==> config.mk <==
export PLATFORM = sky130hd
export DESIGN_NAME = startup_and_interrupt_control
export DESIGN_NICKNAME = d
export VERILOG_FILES = /design/src/sync2.v /design/src/startup_and_interrupt_control.v
export VERILOG_INCLUDE_DIRS = /design/src
export SDC_FILE = /design/constraint.sdc
export NUM_CORES = 1
export LEC_CHECK = 0
export ABC_AREA = 1
export BUFFER_PORTS_ARGS = -buffer_cell sky130_fd_sc_hd__buf_4
export CAP_MARGIN = 25
export CORE_ASPECT_RATIO = 0.8
export CORE_UTILIZATION = 45
export DETAILED_ROUTE_END_ITERATION = 16
export GPL_TIMING_DRIVEN = 0
export RECOVER_POWER = 50
export SETUP_SLACK_MARGIN = 0.5
export SLEW_MARGIN = 0
export SYNTH_ARGS = -nofsm -noshare
export SYNTH_HDL_FRONTEND = slang
export SYNTH_SLANG_ARGS = --single-unit
==> constraint.sdc <==
create_clock -name CLOCK -period 3.68 [get_ports CLOCK]
set_input_delay 0.736 -clock CLOCK [delete_from_list [all_inputs] [get_ports CLOCK]]
set_output_delay 0.736 -clock CLOCK [all_outputs]
set_load 0.1 [all_outputs]
==> src/startup_irq_defs.vh <==
// Purpose: constants for the start-up sequencer and interrupt handler
// Assumes: 100 MHz CLOCK, 8-bit register data, 16-bit register addresses
// Notes: cycle counts above 4096 are only defaults of top-level parameters
`ifndef STARTUP_IRQ_DEFS_VH
`define STARTUP_IRQ_DEFS_VH

`define CLK_PERIOD_NS 10
`define IRQ_PULSE_NS 1000
`define IRQ_PULSE_CYC (`IRQ_PULSE_NS / `CLK_PERIOD_NS)

`define MODE0_CYCLES 8203
`define MODE1_CYCLES 948390
`define MODE2_CYCLES 73744
`define MODE3_CYCLES 1013931
`define MODE4_CYCLES 9
`define MODE5_CYCLES 3339
`define CNT_W 20

`define DATA_MEM_FIRST 15'h0000
`define DATA_MEM_LAST 15'h33FF
`define TABLE_MEM_FIRST 15'h3400
`define TABLE_MEM_LAST 15'h7FFF

`define ADDR_RX_PENDING 16'h8000
`define ADDR_RX_LABEL_CH0 16'h8001
`define ADDR_RX_LABEL_CH7 16'h8008
`define ADDR_FAULT_PENDING 16'h800A
`define ADDR_RX_MASK 16'h8020
`define ADDR_FAIL_LOW 16'h8073
`define ADDR_FAIL_HIGH 16'h8074

`define FAULT_COPY_BIT 7
`define FAULT_CMP_BIT 6
`define FAULT_SUM_BIT 5
`define FAULT_RAM_BIT 4
`define FAULT_FLAG_BIT 3
`define FAULT_TXRDY_BIT 2

`define RX_MASK_RESET 8'h00

`endif

==> src/sync2.v <==
// Purpose: two-flop synchroniser for a bundle of asynchronous levels
// Assumes: each bit is an independent level
// Notes: first stage is read only by the second stage
`timescale 1ns/1ps
`default_nettype none
module sync2 #(
  parameter W = 1
) (
  input wire clk,
  input wire arst_n,
  input wire [W-1:0] d,
  output reg [W-1:0] q
);
  reg [W-1:0] meta_r;

  always @(posedge clk or negedge arst_n) begin
    if (!arst_n) begin
      meta_r <= {W{1'b0}};
      q <= {W{1'b0}};
    end else begin
      meta_r <= d;
      q <= meta_r;
    end
  end
endmodule
`default_nettype wire

==> src/startup_and_interrupt_control.v <==
// Purpose: start-up sequencing after master reset and interrupt handling
// Assumes: external RAM port with one-cycle read latency; EEPROM engine outside
// Notes: register port is the internal side of the host SPI link
//
// What this block does
// - after init, raise ready, go idle: host access only, no bus traffic
// - run rising edge in idle enters active state and starts message processing
// - ready rises no sooner than a fixed per-mode number of clock cycles after reset release
// - modes 2,3 write incrementing pattern, verify, write complement, verify
// - ram check failure sets ram fail bit, raises fault irq, enters safe state
// - modes 0,1,2,3,5 clear data memory 0x0000 to 0x33FF
// - modes 0 to 3 also clear tables to 0x7FFF and default the rx pending, mask and label registers
// - auto-init copies eeprom into memory, then compare and checksum check
// - compare mismatch sets compare error, stores fail address, enters safe state
// - checksum failure sets checksum error, fault irq, enters safe state
// - host may read and write memory and registers after init in every mode
// - receive interrupt only when lookup bit for channel and label is one
// - flagged message sets channel pending bit and stores its label
// - unmasked pending set raises rx irq until acknowledge goes high
// - acknowledge held high gives roughly 1 us rx irq pulse
// - reading rx pending returns contents and clears it
// - rx mask one lets pending bit drive rx irq, zero blocks it
// - four fault bits are unmaskable, masks fixed at one
// - eeprom copy mismatch after programming sets copy error bit
// - fault irq asserted while any fault pending bit is set
// - fault pending bits: copy, compare, checksum, ram, fifo flag, tx ready
// - mode pins sampled only at master reset falling edge
// - master reset high halts everything and drives ready low
`timescale 1ns/1ps
`default_nettype none
`include "startup_irq_defs.vh"
module startup_and_interrupt_control #(
  parameter MODE0_CYCLES = `MODE0_CYCLES,
  parameter MODE1_CYCLES = `MODE1_CYCLES,
  parameter MODE2_CYCLES = `MODE2_CYCLES,
  parameter MODE3_CYCLES = `MODE3_CYCLES,
  parameter MODE5_CYCLES = `MODE5_CYCLES
) (
  input wire CLOCK,
  input wire ARST_N,
  input wire MASTER_RESET_IN,
  input wire [2:0] STARTUP_SELECT_PINS,
  input wire RUN_IN,
  input wire RX_IRQ_ACK_IN,
  input wire [15:0] REG_ADDR,
  input wire REG_RD,
  input wire REG_WR,
  input wire [7:0] REG_WDATA,
  output reg [7:0] REG_RDATA,
  output reg [14:0] MEM_ADDR,
  output reg MEM_WE,
  output reg MEM_RE,
  output reg [7:0] MEM_WDATA,
  input wire [7:0] MEM_RDATA,
  output reg AUTOINIT_START,
  input wire AUTOINIT_DONE,
  input wire AUTOINIT_CMP_ERR,
  input wire AUTOINIT_SUM_ERR,
  input wire [14:0] AUTOINIT_FAIL_ADDR,
  input wire EEPROM_COPY_MISMATCH,
  input wire RX_MSG_VALID,
  input wire [2:0] RX_MSG_CH,
  input wire [7:0] RX_MSG_LABEL,
  input wire RX_LUT_HIT,
  input wire RX_FIFO_FLAG_ANY,
  input wire HOST_TX_READY_EVT,
  output reg READY,
  output reg BUS_ACTIVE,
  output reg SAFE_STATE,
  output reg HOST_ACCESS_OK,
  output reg RX_IRQ_OUT,
  output reg FAULT_IRQ_OUT
);
  localparam S_RST = 3'h0;
  localparam S_SWEEP = 3'h1;
  localparam S_AUTO = 3'h2;
  localparam S_WAIT = 3'h3;
  localparam S_IDLE = 3'h4;
  localparam S_ACTIVE = 3'h5;
  localparam S_SAFE = 3'h6;

  localparam P_PAT_W = 3'h0;
  localparam P_PAT_V = 3'h1;
  localparam P_CMP_W = 3'h2;
  localparam P_CMP_V = 3'h3;
  localparam P_CLR_D = 3'h4;
  localparam P_CLR_T = 3'h5;

  localparam integer MODE4_FULL = `MODE4_CYCLES;
  localparam integer PULSE_FULL = `IRQ_PULSE_CYC;
  localparam [`CNT_W-1:0] T_MODE0 = MODE0_CYCLES[`CNT_W-1:0];
  localparam [`CNT_W-1:0] T_MODE1 = MODE1_CYCLES[`CNT_W-1:0];
  localparam [`CNT_W-1:0] T_MODE2 = MODE2_CYCLES[`CNT_W-1:0];
  localparam [`CNT_W-1:0] T_MODE3 = MODE3_CYCLES[`CNT_W-1:0];
  localparam [`CNT_W-1:0] T_MODE4 = MODE4_FULL[`CNT_W-1:0];
  localparam [`CNT_W-1:0] T_MODE5 = MODE5_CYCLES[`CNT_W-1:0];
  localparam [6:0] PULSE_CYC = PULSE_FULL[6:0];

  wire master_reset_in_s;
  wire [2:0] mode_s;
  wire run_s;
  wire ack_s;

  sync2 #(.W(6)) u_sync (
    .clk(CLOCK),
    .arst_n(ARST_N),
    .d({MASTER_RESET_IN, STARTUP_SELECT_PINS, RUN_IN, RX_IRQ_ACK_IN}),
    .q({master_reset_in_s, mode_s, run_s, ack_s})
  );

  reg master_reset_in_q_r;
  reg run_q_r;
  reg ack_q_r;
  reg [2:0] state_r;
  reg [2:0] phase_r;
  reg [2:0] mode_r;
  reg [14:0] addr_r;
  reg [`CNT_W-1:0] cnt_r;
  reg chk_vld_r;
  reg [7:0] chk_exp_r;
  reg chk_vld2_r;
  reg [7:0] chk_exp2_r;
  reg reg_default_r;
  reg [7:0] pend_r;
  reg [7:0] mask_r;
  reg [7:0] label_r [0:7];
  reg [3:0] fault_r;
  reg [14:0] fail_addr_r;
  reg [6:0] pulse_r;
  reg [7:0] pend_nxt;
  reg [7:0] pend_set;
  reg [7:0] rdata_nxt;
  reg [`CNT_W-1:0] target;
  reg [14:0] last_addr;
  reg is_write;
  reg [7:0] wdata;
  integer i;

  wire master_reset_in_fall = master_reset_in_q_r & ~master_reset_in_s;
  wire run_rise = run_s & ~run_q_r;
  wire ack_rise = ack_s & ~ack_q_r;
  wire rd_pend = REG_RD && (REG_ADDR == `ADDR_RX_PENDING);
  // ram data shows up the cycle after the ram has seen the read strobe
  wire ram_bad = chk_vld2_r && (MEM_RDATA != chk_exp2_r);
  // bits 3 and 2 are live levels from the fifo and transmitter logic
  wire [7:0] fault_view = {fault_r, RX_FIFO_FLAG_ANY, HOST_TX_READY_EVT, 2'b00};
  wire has_autoinit = mode_r[0];
  wire sweep_last = (addr_r == last_addr);

  always @* begin
    case (mode_r)
      3'h0: target = T_MODE0;
      3'h1: target = T_MODE1;
      3'h2: target = T_MODE2;
      3'h3: target = T_MODE3;
      3'h5: target = T_MODE5;
      default: target = T_MODE4;
    endcase
  end

  always @* begin
    is_write = 1'b1;
    wdata = 8'h00;
    last_addr = `DATA_MEM_LAST;
    case (phase_r)
      P_PAT_W: begin
        wdata = addr_r[7:0];
        last_addr = `TABLE_MEM_LAST;
      end
      P_PAT_V: begin
        is_write = 1'b0;
        last_addr = `TABLE_MEM_LAST;
      end
      P_CMP_W: begin
        wdata = ~addr_r[7:0];
        last_addr = `TABLE_MEM_LAST;
      end
      P_CMP_V: begin
        is_write = 1'b0;
        last_addr = `TABLE_MEM_LAST;
      end
      P_CLR_T: last_addr = `TABLE_MEM_LAST;
      default: last_addr = `DATA_MEM_LAST;
    endcase
  end

  // sequencer: reset, memory sweeps, auto-init, timing wait, idle/active/safe
  always @(posedge CLOCK or negedge ARST_N) begin
    if (!ARST_N) begin
      master_reset_in_q_r <= 1'b0;
      run_q_r <= 1'b0;
      state_r <= S_RST;
      phase_r <= P_CLR_D;
      mode_r <= 3'h0;
      addr_r <= 15'h0000;
      cnt_r <= {`CNT_W{1'b0}};
      chk_vld_r <= 1'b0;
      chk_exp_r <= 8'h00;
      chk_vld2_r <= 1'b0;
      chk_exp2_r <= 8'h00;
      reg_default_r <= 1'b0;
      MEM_ADDR <= 15'h0000;
      MEM_WE <= 1'b0;
      MEM_RE <= 1'b0;
      MEM_WDATA <= 8'h00;
      AUTOINIT_START <= 1'b0;
      fault_r <= 4'h0;
      fail_addr_r <= 15'h0000;
      READY <= 1'b0;
      BUS_ACTIVE <= 1'b0;
      SAFE_STATE <= 1'b0;
      HOST_ACCESS_OK <= 1'b0;
    end else begin
      master_reset_in_q_r <= master_reset_in_s;
      run_q_r <= run_s;
      MEM_WE <= 1'b0;
      MEM_RE <= 1'b0;
      AUTOINIT_START <= 1'b0;
      reg_default_r <= 1'b0;
      chk_vld_r <= 1'b0;
      chk_vld2_r <= chk_vld_r;
      chk_exp2_r <= chk_exp_r;
      if (cnt_r != {`CNT_W{1'b1}})
        cnt_r <= cnt_r + {{(`CNT_W-1){1'b0}}, 1'b1};
      if (EEPROM_COPY_MISMATCH)
        fault_r[`FAULT_COPY_BIT-4] <= 1'b1;
      if (master_reset_in_s) begin
        // halts every phase at once; the fault record starts over
        state_r <= S_RST;
        READY <= 1'b0;
        BUS_ACTIVE <= 1'b0;
        SAFE_STATE <= 1'b0;
        HOST_ACCESS_OK <= 1'b0;
        fault_r <= 4'h0;
      end else begin
        case (state_r)
          S_RST: begin
            if (master_reset_in_fall) begin
              mode_r <= mode_s;
              cnt_r <= {`CNT_W{1'b0}};
              addr_r <= 15'h0000;
              state_r <= S_SWEEP;
              if (mode_s == 3'h2 || mode_s == 3'h3)
                phase_r <= P_PAT_W;
              else if (mode_s == 3'h4 || mode_s[2:1] == 2'b11)
                state_r <= S_WAIT;
              else
                phase_r <= P_CLR_D;
            end
          end
          S_SWEEP: begin
            MEM_ADDR <= addr_r;
            MEM_WDATA <= wdata;
            MEM_WE <= is_write;
            MEM_RE <= ~is_write;
            chk_vld_r <= ~is_write;
            chk_exp_r <= (phase_r == P_PAT_V) ? addr_r[7:0] : ~addr_r[7:0];
            if (sweep_last) begin
              addr_r <= (phase_r == P_CMP_V) ? 15'h0000 : `TABLE_MEM_FIRST;
              if (phase_r == P_CMP_V)
                phase_r <= P_CLR_D;
              else if (phase_r == P_CLR_D && mode_r[2])
                state_r <= has_autoinit ? S_AUTO : S_WAIT;
              else if (phase_r == P_CLR_D)
                phase_r <= P_CLR_T;
              else if (phase_r == P_CLR_T) begin
                reg_default_r <= 1'b1;
                state_r <= has_autoinit ? S_AUTO : S_WAIT;
              end else begin
                phase_r <= phase_r + 3'h1;
                addr_r <= 15'h0000;
              end
              if (state_r == S_SWEEP && (phase_r == P_CLR_D && mode_r[2] ||
                  phase_r == P_CLR_T) && has_autoinit)
                AUTOINIT_START <= 1'b1;
            end else begin
              addr_r <= addr_r + 15'h0001;
            end
          end
          S_AUTO: begin
            if (AUTOINIT_DONE) begin
              if (AUTOINIT_CMP_ERR) begin
                fault_r[`FAULT_CMP_BIT-4] <= 1'b1;
                fail_addr_r <= AUTOINIT_FAIL_ADDR;
                state_r <= S_SAFE;
              end else if (AUTOINIT_SUM_ERR) begin
                fault_r[`FAULT_SUM_BIT-4] <= 1'b1;
                state_r <= S_SAFE;
              end else begin
                state_r <= S_WAIT;
              end
            end
          end
          S_WAIT: begin
            // ready never comes early even if the work ends early
            if (cnt_r >= target) begin
              state_r <= S_IDLE;
              READY <= 1'b1;
              HOST_ACCESS_OK <= 1'b1;
            end
          end
          S_IDLE: begin
            if (run_rise) begin
              state_r <= S_ACTIVE;
              BUS_ACTIVE <= 1'b1;
            end
          end
          S_ACTIVE: BUS_ACTIVE <= 1'b1;
          S_SAFE: begin
            SAFE_STATE <= 1'b1;
            HOST_ACCESS_OK <= 1'b1;
          end
          default: state_r <= S_RST;
        endcase
        // a late verify result still fails the check after the sweep moved on
        if (ram_bad) begin
          fault_r[`FAULT_RAM_BIT-4] <= 1'b1;
          state_r <= S_SAFE;
          MEM_WE <= 1'b0;
          MEM_RE <= 1'b0;
          AUTOINIT_START <= 1'b0;
        end
      end
    end
  end

  // receive interrupt capture, only counted while the bus is running
  always @* begin
    pend_set = 8'h00;
    if (RX_MSG_VALID && RX_LUT_HIT && BUS_ACTIVE)
      pend_set[RX_MSG_CH] = 1'b1;
    pend_nxt = (rd_pend ? 8'h00 : pend_r) | pend_set;
  end

  always @(posedge CLOCK or negedge ARST_N) begin
    if (!ARST_N) begin
      pend_r <= 8'h00;
      mask_r <= `RX_MASK_RESET;
      for (i = 0; i < 8; i = i + 1)
        label_r[i] <= 8'h00;
    end else if (reg_default_r) begin
      pend_r <= 8'h00;
      mask_r <= `RX_MASK_RESET;
      for (i = 0; i < 8; i = i + 1)
        label_r[i] <= 8'h00;
    end else begin
      pend_r <= pend_nxt;
      if (|pend_set)
        label_r[RX_MSG_CH] <= RX_MSG_LABEL;
      if (REG_WR && REG_ADDR == `ADDR_RX_MASK)
        mask_r <= REG_WDATA;
    end
  end

  // rx irq: ack edge clears; a held-high ack ends it after the pulse time
  always @(posedge CLOCK or negedge ARST_N) begin
    if (!ARST_N) begin
      ack_q_r <= 1'b0;
      pulse_r <= 7'h00;
      RX_IRQ_OUT <= 1'b0;
    end else begin
      ack_q_r <= ack_s;
      if (pulse_r != 7'h00)
        pulse_r <= pulse_r - 7'h01;
      if (|(pend_set & mask_r)) begin
        RX_IRQ_OUT <= 1'b1;
        pulse_r <= PULSE_CYC;
      end else if (ack_rise || (ack_s && pulse_r <= 7'h01)) begin
        RX_IRQ_OUT <= 1'b0;
      end
    end
  end

  // fault irq: no mask exists for the four fault bits
  always @(posedge CLOCK or negedge ARST_N) begin
    if (!ARST_N)
      FAULT_IRQ_OUT <= 1'b0;
    else
      FAULT_IRQ_OUT <= |fault_view;
  end

  always @* begin
    rdata_nxt = 8'h00;
    if (REG_ADDR == `ADDR_RX_PENDING)
      rdata_nxt = pend_r;
    else if (REG_ADDR >= `ADDR_RX_LABEL_CH0 && REG_ADDR <= `ADDR_RX_LABEL_CH7)
      rdata_nxt = label_r[REG_ADDR[2:0] - 3'h1];
    else if (REG_ADDR == `ADDR_FAULT_PENDING)
      rdata_nxt = fault_view;
    else if (REG_ADDR == `ADDR_RX_MASK)
      rdata_nxt = mask_r;
    else if (REG_ADDR == `ADDR_FAIL_LOW)
      rdata_nxt = fail_addr_r[7:0];
    else if (REG_ADDR == `ADDR_FAIL_HIGH)
      rdata_nxt = {1'b0, fail_addr_r[14:8]};
  end

  always @(posedge CLOCK or negedge ARST_N) begin
    if (!ARST_N)
      REG_RDATA <= 8'h00;
    else if (REG_RD)
      REG_RDATA <= rdata_nxt;
  end
endmodule
`default_nettype wire

==> out/metrics.csv, run 1 <==
stage,metric,value,unit
status,status,finished with violations,
status,violations,"capacitance limit, slew limit",
logic_synthesis,synthCells,1330,
critical_path,end_kind,flip-flop,
clock_network,cts_max_level,1,
critical_path,critPathKind,input port to flip-flop,
pwr,power.net_switching,2.98,mW
finish,drive_above_1_share,14.2,%
critical_path,arrival,3.42,ns
critical_path,crit_required,4.15,ns
pwr,power_frac_seq,39.1,%
die,io_pins,116,
die,die_w,178,um
pwr,clockPowerShare,33.6,%
sta,layout_setup_ws,0.732,ns
placed_design,place.gp.congestion,0.879,
critical_path,worstReg2RegStart,mode_r[2],
die,row_count,51,
logic_synthesis,synth_compound_gate_area_share,14.5,%
clock_network,cts_made_buffers,25,
logic_synthesis,muxShareOfSynthArea,0.810,%
hold_path,min_from,STARTUP_SELECT_PINS[0],
logic_synthesis,synth_top_family_by_area,simple AND/OR/NAND/NOR gates,
sta,finalHoldViolations,0,
route,drc,0,
global_route,grt_max_degree,121,
placed_design,io_buffers,114,
logic_synthesis,ys_seq_area_share,50.4,%
logic_synthesis,yosys.area_share.simple,21.4,%
logic_synthesis,yosysWarnings,0,
pwr,cellPowerDensity,638,nW/um^2
logic_synthesis,syn_area,11100,sq um
die,core,24300,sq um
route,drt_pass1_iterations,5,
sta,whs,0.323,ns
logic_synthesis,synth.distinct_cells,53,
hold_path,hold_class,input port to flip-flop,
global_route,grt_overflow,0,
logic_synthesis,synth_edf_count,0,
route,wire_per_inst,16.5,um
finish,post-route-util,54.9,%
die,fp.dieH,143,um
pwr,internal-power,5.53,mW
die,start_util,45.7,%
logic_synthesis,synth_xor_area_share,2.60,%
sta,finalCritPeriodShare,80.1,%
global_route,grt_pass1_wl,48000,um
logic_synthesis,syn_area_per_cell,8.36,sq um
route,drt_wl_total,29800,um
sta,fin_skew,0.0156,ns
sta,slew_headroom,-82.0,%
clock_network,tritoncts,done,
critical_path,cp-startpoint,REG_ADDR[0],
sta,worst_pin_slew,2.73,ns
pwr,netSwitchingFraction,35.0,%
pwr,vdd_drop_max,456,uV
route,vias_per_cell,5.32,
sta,period_minus_slack,2.95,ns
logic_synthesis,synthAdderAreaFrac,3.38,%
placed_design,dp.cells,1763,
pwr,power.leakage,6.47,nW
global_route,grt_usage,24.0,%
route,ant_nets,0,
sta,setup_tns,0,ns
clock_network,path_clk_slew,0.06,ns
sta,fmax,0.339,GHz
flow_run,maxCapViolations,1,
finish,final_cells,1809,
sta,final_max_slew_viol_count,105,
global_route,antenna_found_initial,0,
clock_network,holdBufCountCts,0,
route,vias,9627,
finish,n_antenna_cell,0,
placed_design,dp_slack,-0.0327,ns
pwr,pwr-share-comb,27.3,%
sta,setup_viol,0,
clock_network,clock_sinks,224,
sta,rsz0062_at_grt,false,
finish,final_nets,1578,
finish,syn2layout_area_growth,20.1,%
logic_synthesis,synth.net_count,1436,
clock_network,clockBufferDepth,3,
clock_network,cts-root-buf,clkbuf_16,
global_route,grt_pass1_vias,9120,
route,drtIter0Drc,741,
critical_path,path_max_fanout,11,
die,dieArea,25300,sq um
clock_network,worst_skew_pair.late_latency,0.54,ns
placed_design,place_hpwl,21600,um
logic_synthesis,synth_seq_cells,224,
logic_synthesis,synthFlopType,dfrtp_1,
critical_path,critPathLaunchType,input port,
logic_synthesis,synthArstFlopShare,100,%
-- cell families (layout without fill, tap and decap cells) --
logic type | count (synthesis) | count (layout)
adders and majority gates | 30 | 30
xor gates and xnor gates | 33 | 33
buffers and inverters | 197 | 358
DFF | 224 | 224
muxes | 8 | 8
AOI/OAI and AO/OA | 298 | 298
and+or+nand+nor | 540 | 540
-- cell usage in the layout (no fill, tap or decap), drive strengths merged, types with 2 or more instances in the layout --
master      n
dfrtp     223
nand3      89
nor3       22
o21a        3
a31oi       6
clkinvlp    4
xnor2       9
or2         5
buf       122
bufinv      6
a221oi      2
o21bai      2
a21o        2
o22ai      42
mux2        8
inv       153
ha         30
xor2       24
nor4        2
clkbuf     68
clkinv      5
nand4      24
a21oi      77
o21ai     156
nor2      137
nand2     257
-- metrics by stage --
| step | total power [mW] | cell area [sq um] |
|---|---|---|
| 2_1_floorplan | 5.00 | 11100 |
| 3_3_place_gp | 5.64 | 12400 |
| 3_5_place_dp | 5.70 | 12400 |
| 4_1_cts | 8.58 | 13400 |
| 5_1_grt | 9.03 | 13400 |
| 6_report | 8.51 | 13400 |
-- worst max-delay path: stages --
cell	delay, ns
buf_4	0.14
clkinv_1	0.23
clkbuf_1	0.35
ha_1	0.42
clkbuf_2	0.25
clkinvlp_4	0.26
a21oi_1	0.18
o21ai_0	0.14
a21oi_1	0.20
o21ai_0	0.17
nand3_1	0.11
nand3_1	0.09
nand2_1	0.09
-- Yosys cell counts (6+ instances only) --
cell type	instances	area share, %
a21oi_1	77	3.5
a31oi_1	6	0.34
buf_2	8	0.36
clkbuf_1	28	0.95
dfrtp_1	223	50
ha_1	30	3.4
inv_1	139	4.7
inv_2	12	0.41
nand2_1	254	8.6
nand3_1	84	3.8
nand4_1	23	1.3
nor2_1	129	4.4
nor3_1	19	0.86
o21ai_0	150	6.8
o22ai_1	42	2.4
xnor2_1	9	0.71
xor2_1	24	1.9
-- layer usage --
layer	share of wire (%)	wire length, um	GRT usage, %	vias up
li1	-	-	-	4714
met3	6.7	2010	3.98	41
met4	1.6	486	5.44	0
met2	40	12000	33.4	315
met5	0	0	0	-
met1	51	15300	38.2	4557
-- final timing paths --
| check | endpoint | slack [ns] | cells past startpoint |
|---|---|---|---|
| hold reg to reg | u_sync.q[3] | 0.35 | 0 |
| setup / recovery | REG_RDATA[1] | 0.73 | 13 |
| hold / removal | u_sync.meta_r[2] | 0.32 | 1 |
| max in group asynchronous | MEM_WDATA[5] | 1.01 | 2 |
| min in group asynchronous | cnt_r[16] | 1.03 | 1 |
| setup reg to reg | state_r[1] | 1.21 | 12 |
-- timing repair --
action | in CTS | in global routing
hold endpoints to repair | 0 | 0
endpoints found under the setup margin | 0 | 8
gates resized for setup | 0 | 4
buffers inserted | 0 | 0
-- flip-flops by register name (all words and copies together), names as in the netlist, 4 cells and up --
name / count
MEM_ADDR: 15
MEM_WDATA: 8
REG_RDATA: 8
addr_r: 15
chk_exp2_r: 8
chk_exp_r: 8
cnt_r: 20
fail_addr_r: 15
fault_r: 4
label_r: 64
mask_r: 8
pend_r: 8
pulse_r: 7
u_sync.meta_r: 6
u_sync.q: 6
-- power groups by stage --
stage	sequential, mW	clock, mW	combinational [mW]
2_1_floorplan	3.69	0	1.31
3_3_place_gp	3.35	0	2.29
4_1_cts	3.32	2.91	2.35
3_5_place_dp	3.36	0	2.34
5_1_grt	3.39	3.02	2.62
6_report	3.33	2.86	2.33
-- layout make-up --
cell class,instances,area [sq um]
fill,2295,11000
sequential,224,5610
multi-input combinational,909,4750
timing repair buffer,115,877
clock buffer,33,716
inverter,155,588
tap,318,398
clock inverter,13,238
buffer,42,180
Power figures use the tool's default switching activity.
==> inputs of run 2 (changes only) <==
PLACE_DENSITY = 0.66   (was default)
clock period = 2.66 ns   (was 3.68 ns; I/O delays follow)
==> out/metrics.csv, run 2 (synthesis results as in run 1) <==
stage,metric,value,unit,change
finish,final_nets,1595,,+1.1%
pwr,vdd_drop_max,981,uV,+120%
route,drt_pass1_iterations,11,,+6
die,core,24300,sq um,unchanged
finish,fill_cells,2229,,-2.9%
sta,rsz0062_at_grt,true,,
critical_path,critPathKind,flip-flop to flip-flop,,
die,start_util,45.7,%,unchanged
finish,final_cell_area,13500,sq um,+1.3%
sta,layout_setup_ws,0.520,ns,-0.211 ns
route,drc,2,,+2
clock_network,tritoncts,done,,
global_route,antenna_found_initial,1,,+1
critical_path,arrival,2.54,ns,-0.88 ns
pwr,cellPowerDensity,848,nW/um^2,+33%
die,die_w,178,um,unchanged
route,drtIter0Drc,750,,+1.2%
sta,period_minus_slack,2.14,ns,
die,io_pins,116,,unchanged
critical_path,rrSetupSlack,0.52,ns,-0.69 ns
global_route,grt_max_degree,89,,-26%
clock_network,worst_skew_pair.late_latency,0.52,ns,-0.02 ns
placed_design,place_hpwl,22100,um,+2.5%
sta,finalCritPeriodShare,80.4,%,
finish,largest_reg_flops,64,,unchanged
finish,post-route-util,55.6,%,+0.72 points
sta,setup_viol,0,,unchanged
route,wire_per_inst,16.8,um,+2.2%
global_route,grt_pass1_wl,47900,um,-0.22%
die,row_count,51,,unchanged
clock_network,cts-root-buf,clkbuf_16,,
die,dieArea,25300,sq um,unchanged
critical_path,path_max_fanout,6,,-5
hold_path,min_from,STARTUP_SELECT_PINS[0],,
critical_path,crit_top_cell,nand2_1,,
finish,n_antenna_cell,0,,unchanged
finish,most-common-layout-cells,"nand2_1 (246), dfrtp_1 (222), o21ai_0 (144)",,
critical_path,worstPathCellList,"inv_2, o21ai_1, ha_1, a21o_1, nor2_1, nand2_1, a21oi_4, nand3_4, nand3_4, nand2_2, nand2_1, nand2_1",,
global_route,grt_usage,24.3,%,+0.38 points
clock_network,clock_sinks,224,,unchanged
critical_path,critPathSlowestCell,dfrtp_1,,
hold_path,hold_class,input port to flip-flop,,
finish,reg_top3,"label_r: 64 flops, cnt_r: 20 flops",,
critical_path,cp-startpoint,mode_r[2],,
critical_path,end_kind,flip-flop,,
hold_path,hold_end,u_sync.meta_r[2],,
global_route,grt_pass1_vias,8878,,-2.7%
critical_path,crit_required,3.06,ns,-1.09 ns
critical_path,rr_endpoint,state_r[1],,
sta,final_max_slew_viol_count,0,,-100%
placed_design,io_buffers,114,,unchanged
global_route,grt_overflow,0,,unchanged
route,drt_wl_total,30800,um,+3.1%
placed_design,dpl-instance-area,12500,sq um,+0.40%
critical_path,worstReg2RegStart,mode_r[2],,
sta,setup_tns,0,ns,unchanged
sta,finalHoldViolations,0,,unchanged
finish,syn2layout_area_growth,21.6,%,
critical_path,critPathLaunchType,flip-flop,,
flow_run,maxCapViolations,0,,-1
route,vias_per_cell,5.33,,+0.25%
critical_path,reg2reg_depth,12,,unchanged
status,status,finished with violations,,
placed_design,dp_slack,-0.159,ns,-0.126 ns
sta,slew_headroom,2.88,%,+85 points
finish,drive_above_1_share,17.1,%,+3.0 points
placed_design,place.gp.congestion,0.943,,+7.3%
sta,fin_skew,0.0131,ns,-0.00249 ns
sta,fmax,0.467,GHz,
placed_design,dp.cells,1764,,+0.057%
pwr,power.leakage,6.52,nW,+0.85%
finish,final_cells,1825,,+0.88%
finish,final_common_cell,nand2_1,,
status,violations,DRC,,
clock_network,cts_made_buffers,24,,-4.0%
hold_path,whs_path_depth,1,,unchanged
finish,largest_register,label_r,,
die,fp.dieH,143,um,unchanged
critical_path,critPathMaxStageDelay,0.43,ns,about the same
route,vias,9736,,+1.1%
clock_network,path_clk_slew,0.06,ns,about the same
route,ant_nets,0,,unchanged
clock_network,cts_max_level,1,,unchanged
sta,worst_pin_slew,1.46,ns,-1.27 ns
clock_network,clockBufferDepth,3,,unchanged
[run 2: metal layers]
| metal | global-route usage, % | vias to the layer above | share of wire [%] |
|---|---|---|---|
| met3 | 4.59 | 53 | 7.6 |
| li1 | - | 4746 | - |
| met5 | 0 | - | 0.029 |
| met4 | 6.25 | 2 | 2.5 |
| met2 | 33.2 | 347 | 40 |
| met1 | 38.8 | 4588 | 50 |
[run 2: area by class of cell]
| type | instances | area [sq um] | share of cell area (%) |
|---|---|---|---|
| Clock inverter | 11 | 110 | 0.814 |
| Inverter | 155 | 588 | 4.35 |
| Tap cell | 318 | 398 | 2.94 |
| Clock buffer | 33 | 686 | 5.07 |
| Buffer | 42 | 205 | 1.52 |
| Timing Repair Buffer | 133 | 1040 | 7.68 |
| Multi-Input combinational cell | 909 | 4890 | 36.2 |
| Sequential cell | 224 | 5610 | 41.5 |
[run 2: worst max-delay path: cells and delay by family (launching register included)]
kind / cells / cell delay (ns)
DFF: 1 / 0.43
adders and majority gates: 1 / 0.28
AOI/OAI and AO/OA: 3 / 0.58
and+or+nand+nor: 7 / 0.63
buffers and inverters: 1 / 0.11
[run 2: how the worst max path moves through the flow]
stage / slack (ns) / to
floorplan: 0.54 / pulse_r[2]
global placement: -0.67 / addr_r[6]
detailed placement: -0.16 / REG_RDATA[4]
CTS: 0.51 / REG_RDATA[5]
global route: 0.35 / addr_r[0]
finish: 0.52 / state_r[1]
[run 2: power breakdown]
part | switching (mW) | internal, mW | leakage, nW
combinational | 2.31 | 1.17 | 3.18
clock | 1.38 | 2.00 | 0.391
sequential | 0.478 | 4.13 | 2.95
[run 2: per-stage QoR]
stage | power [mW] | hold WS (ns)
floorplan | 6.92 | 0.236
CTS | 11.3 | 0.0933
global placement | 7.77 | 0.332
global route | 12.1 | 0.119
finish | 11.5 | 0.140
detailed placement | 7.86 | 0.336
[run 2: timing repair]
action | 4_1_cts | 5_1_grt
gates resized for setup | 10 | 45
setup buffers | 7 | 9
endpoints found under the setup margin | 15 | 58
endpoints found under the hold margin | 52 | 0
pin swaps | 3 | 14
hold buffers | 1 | 0
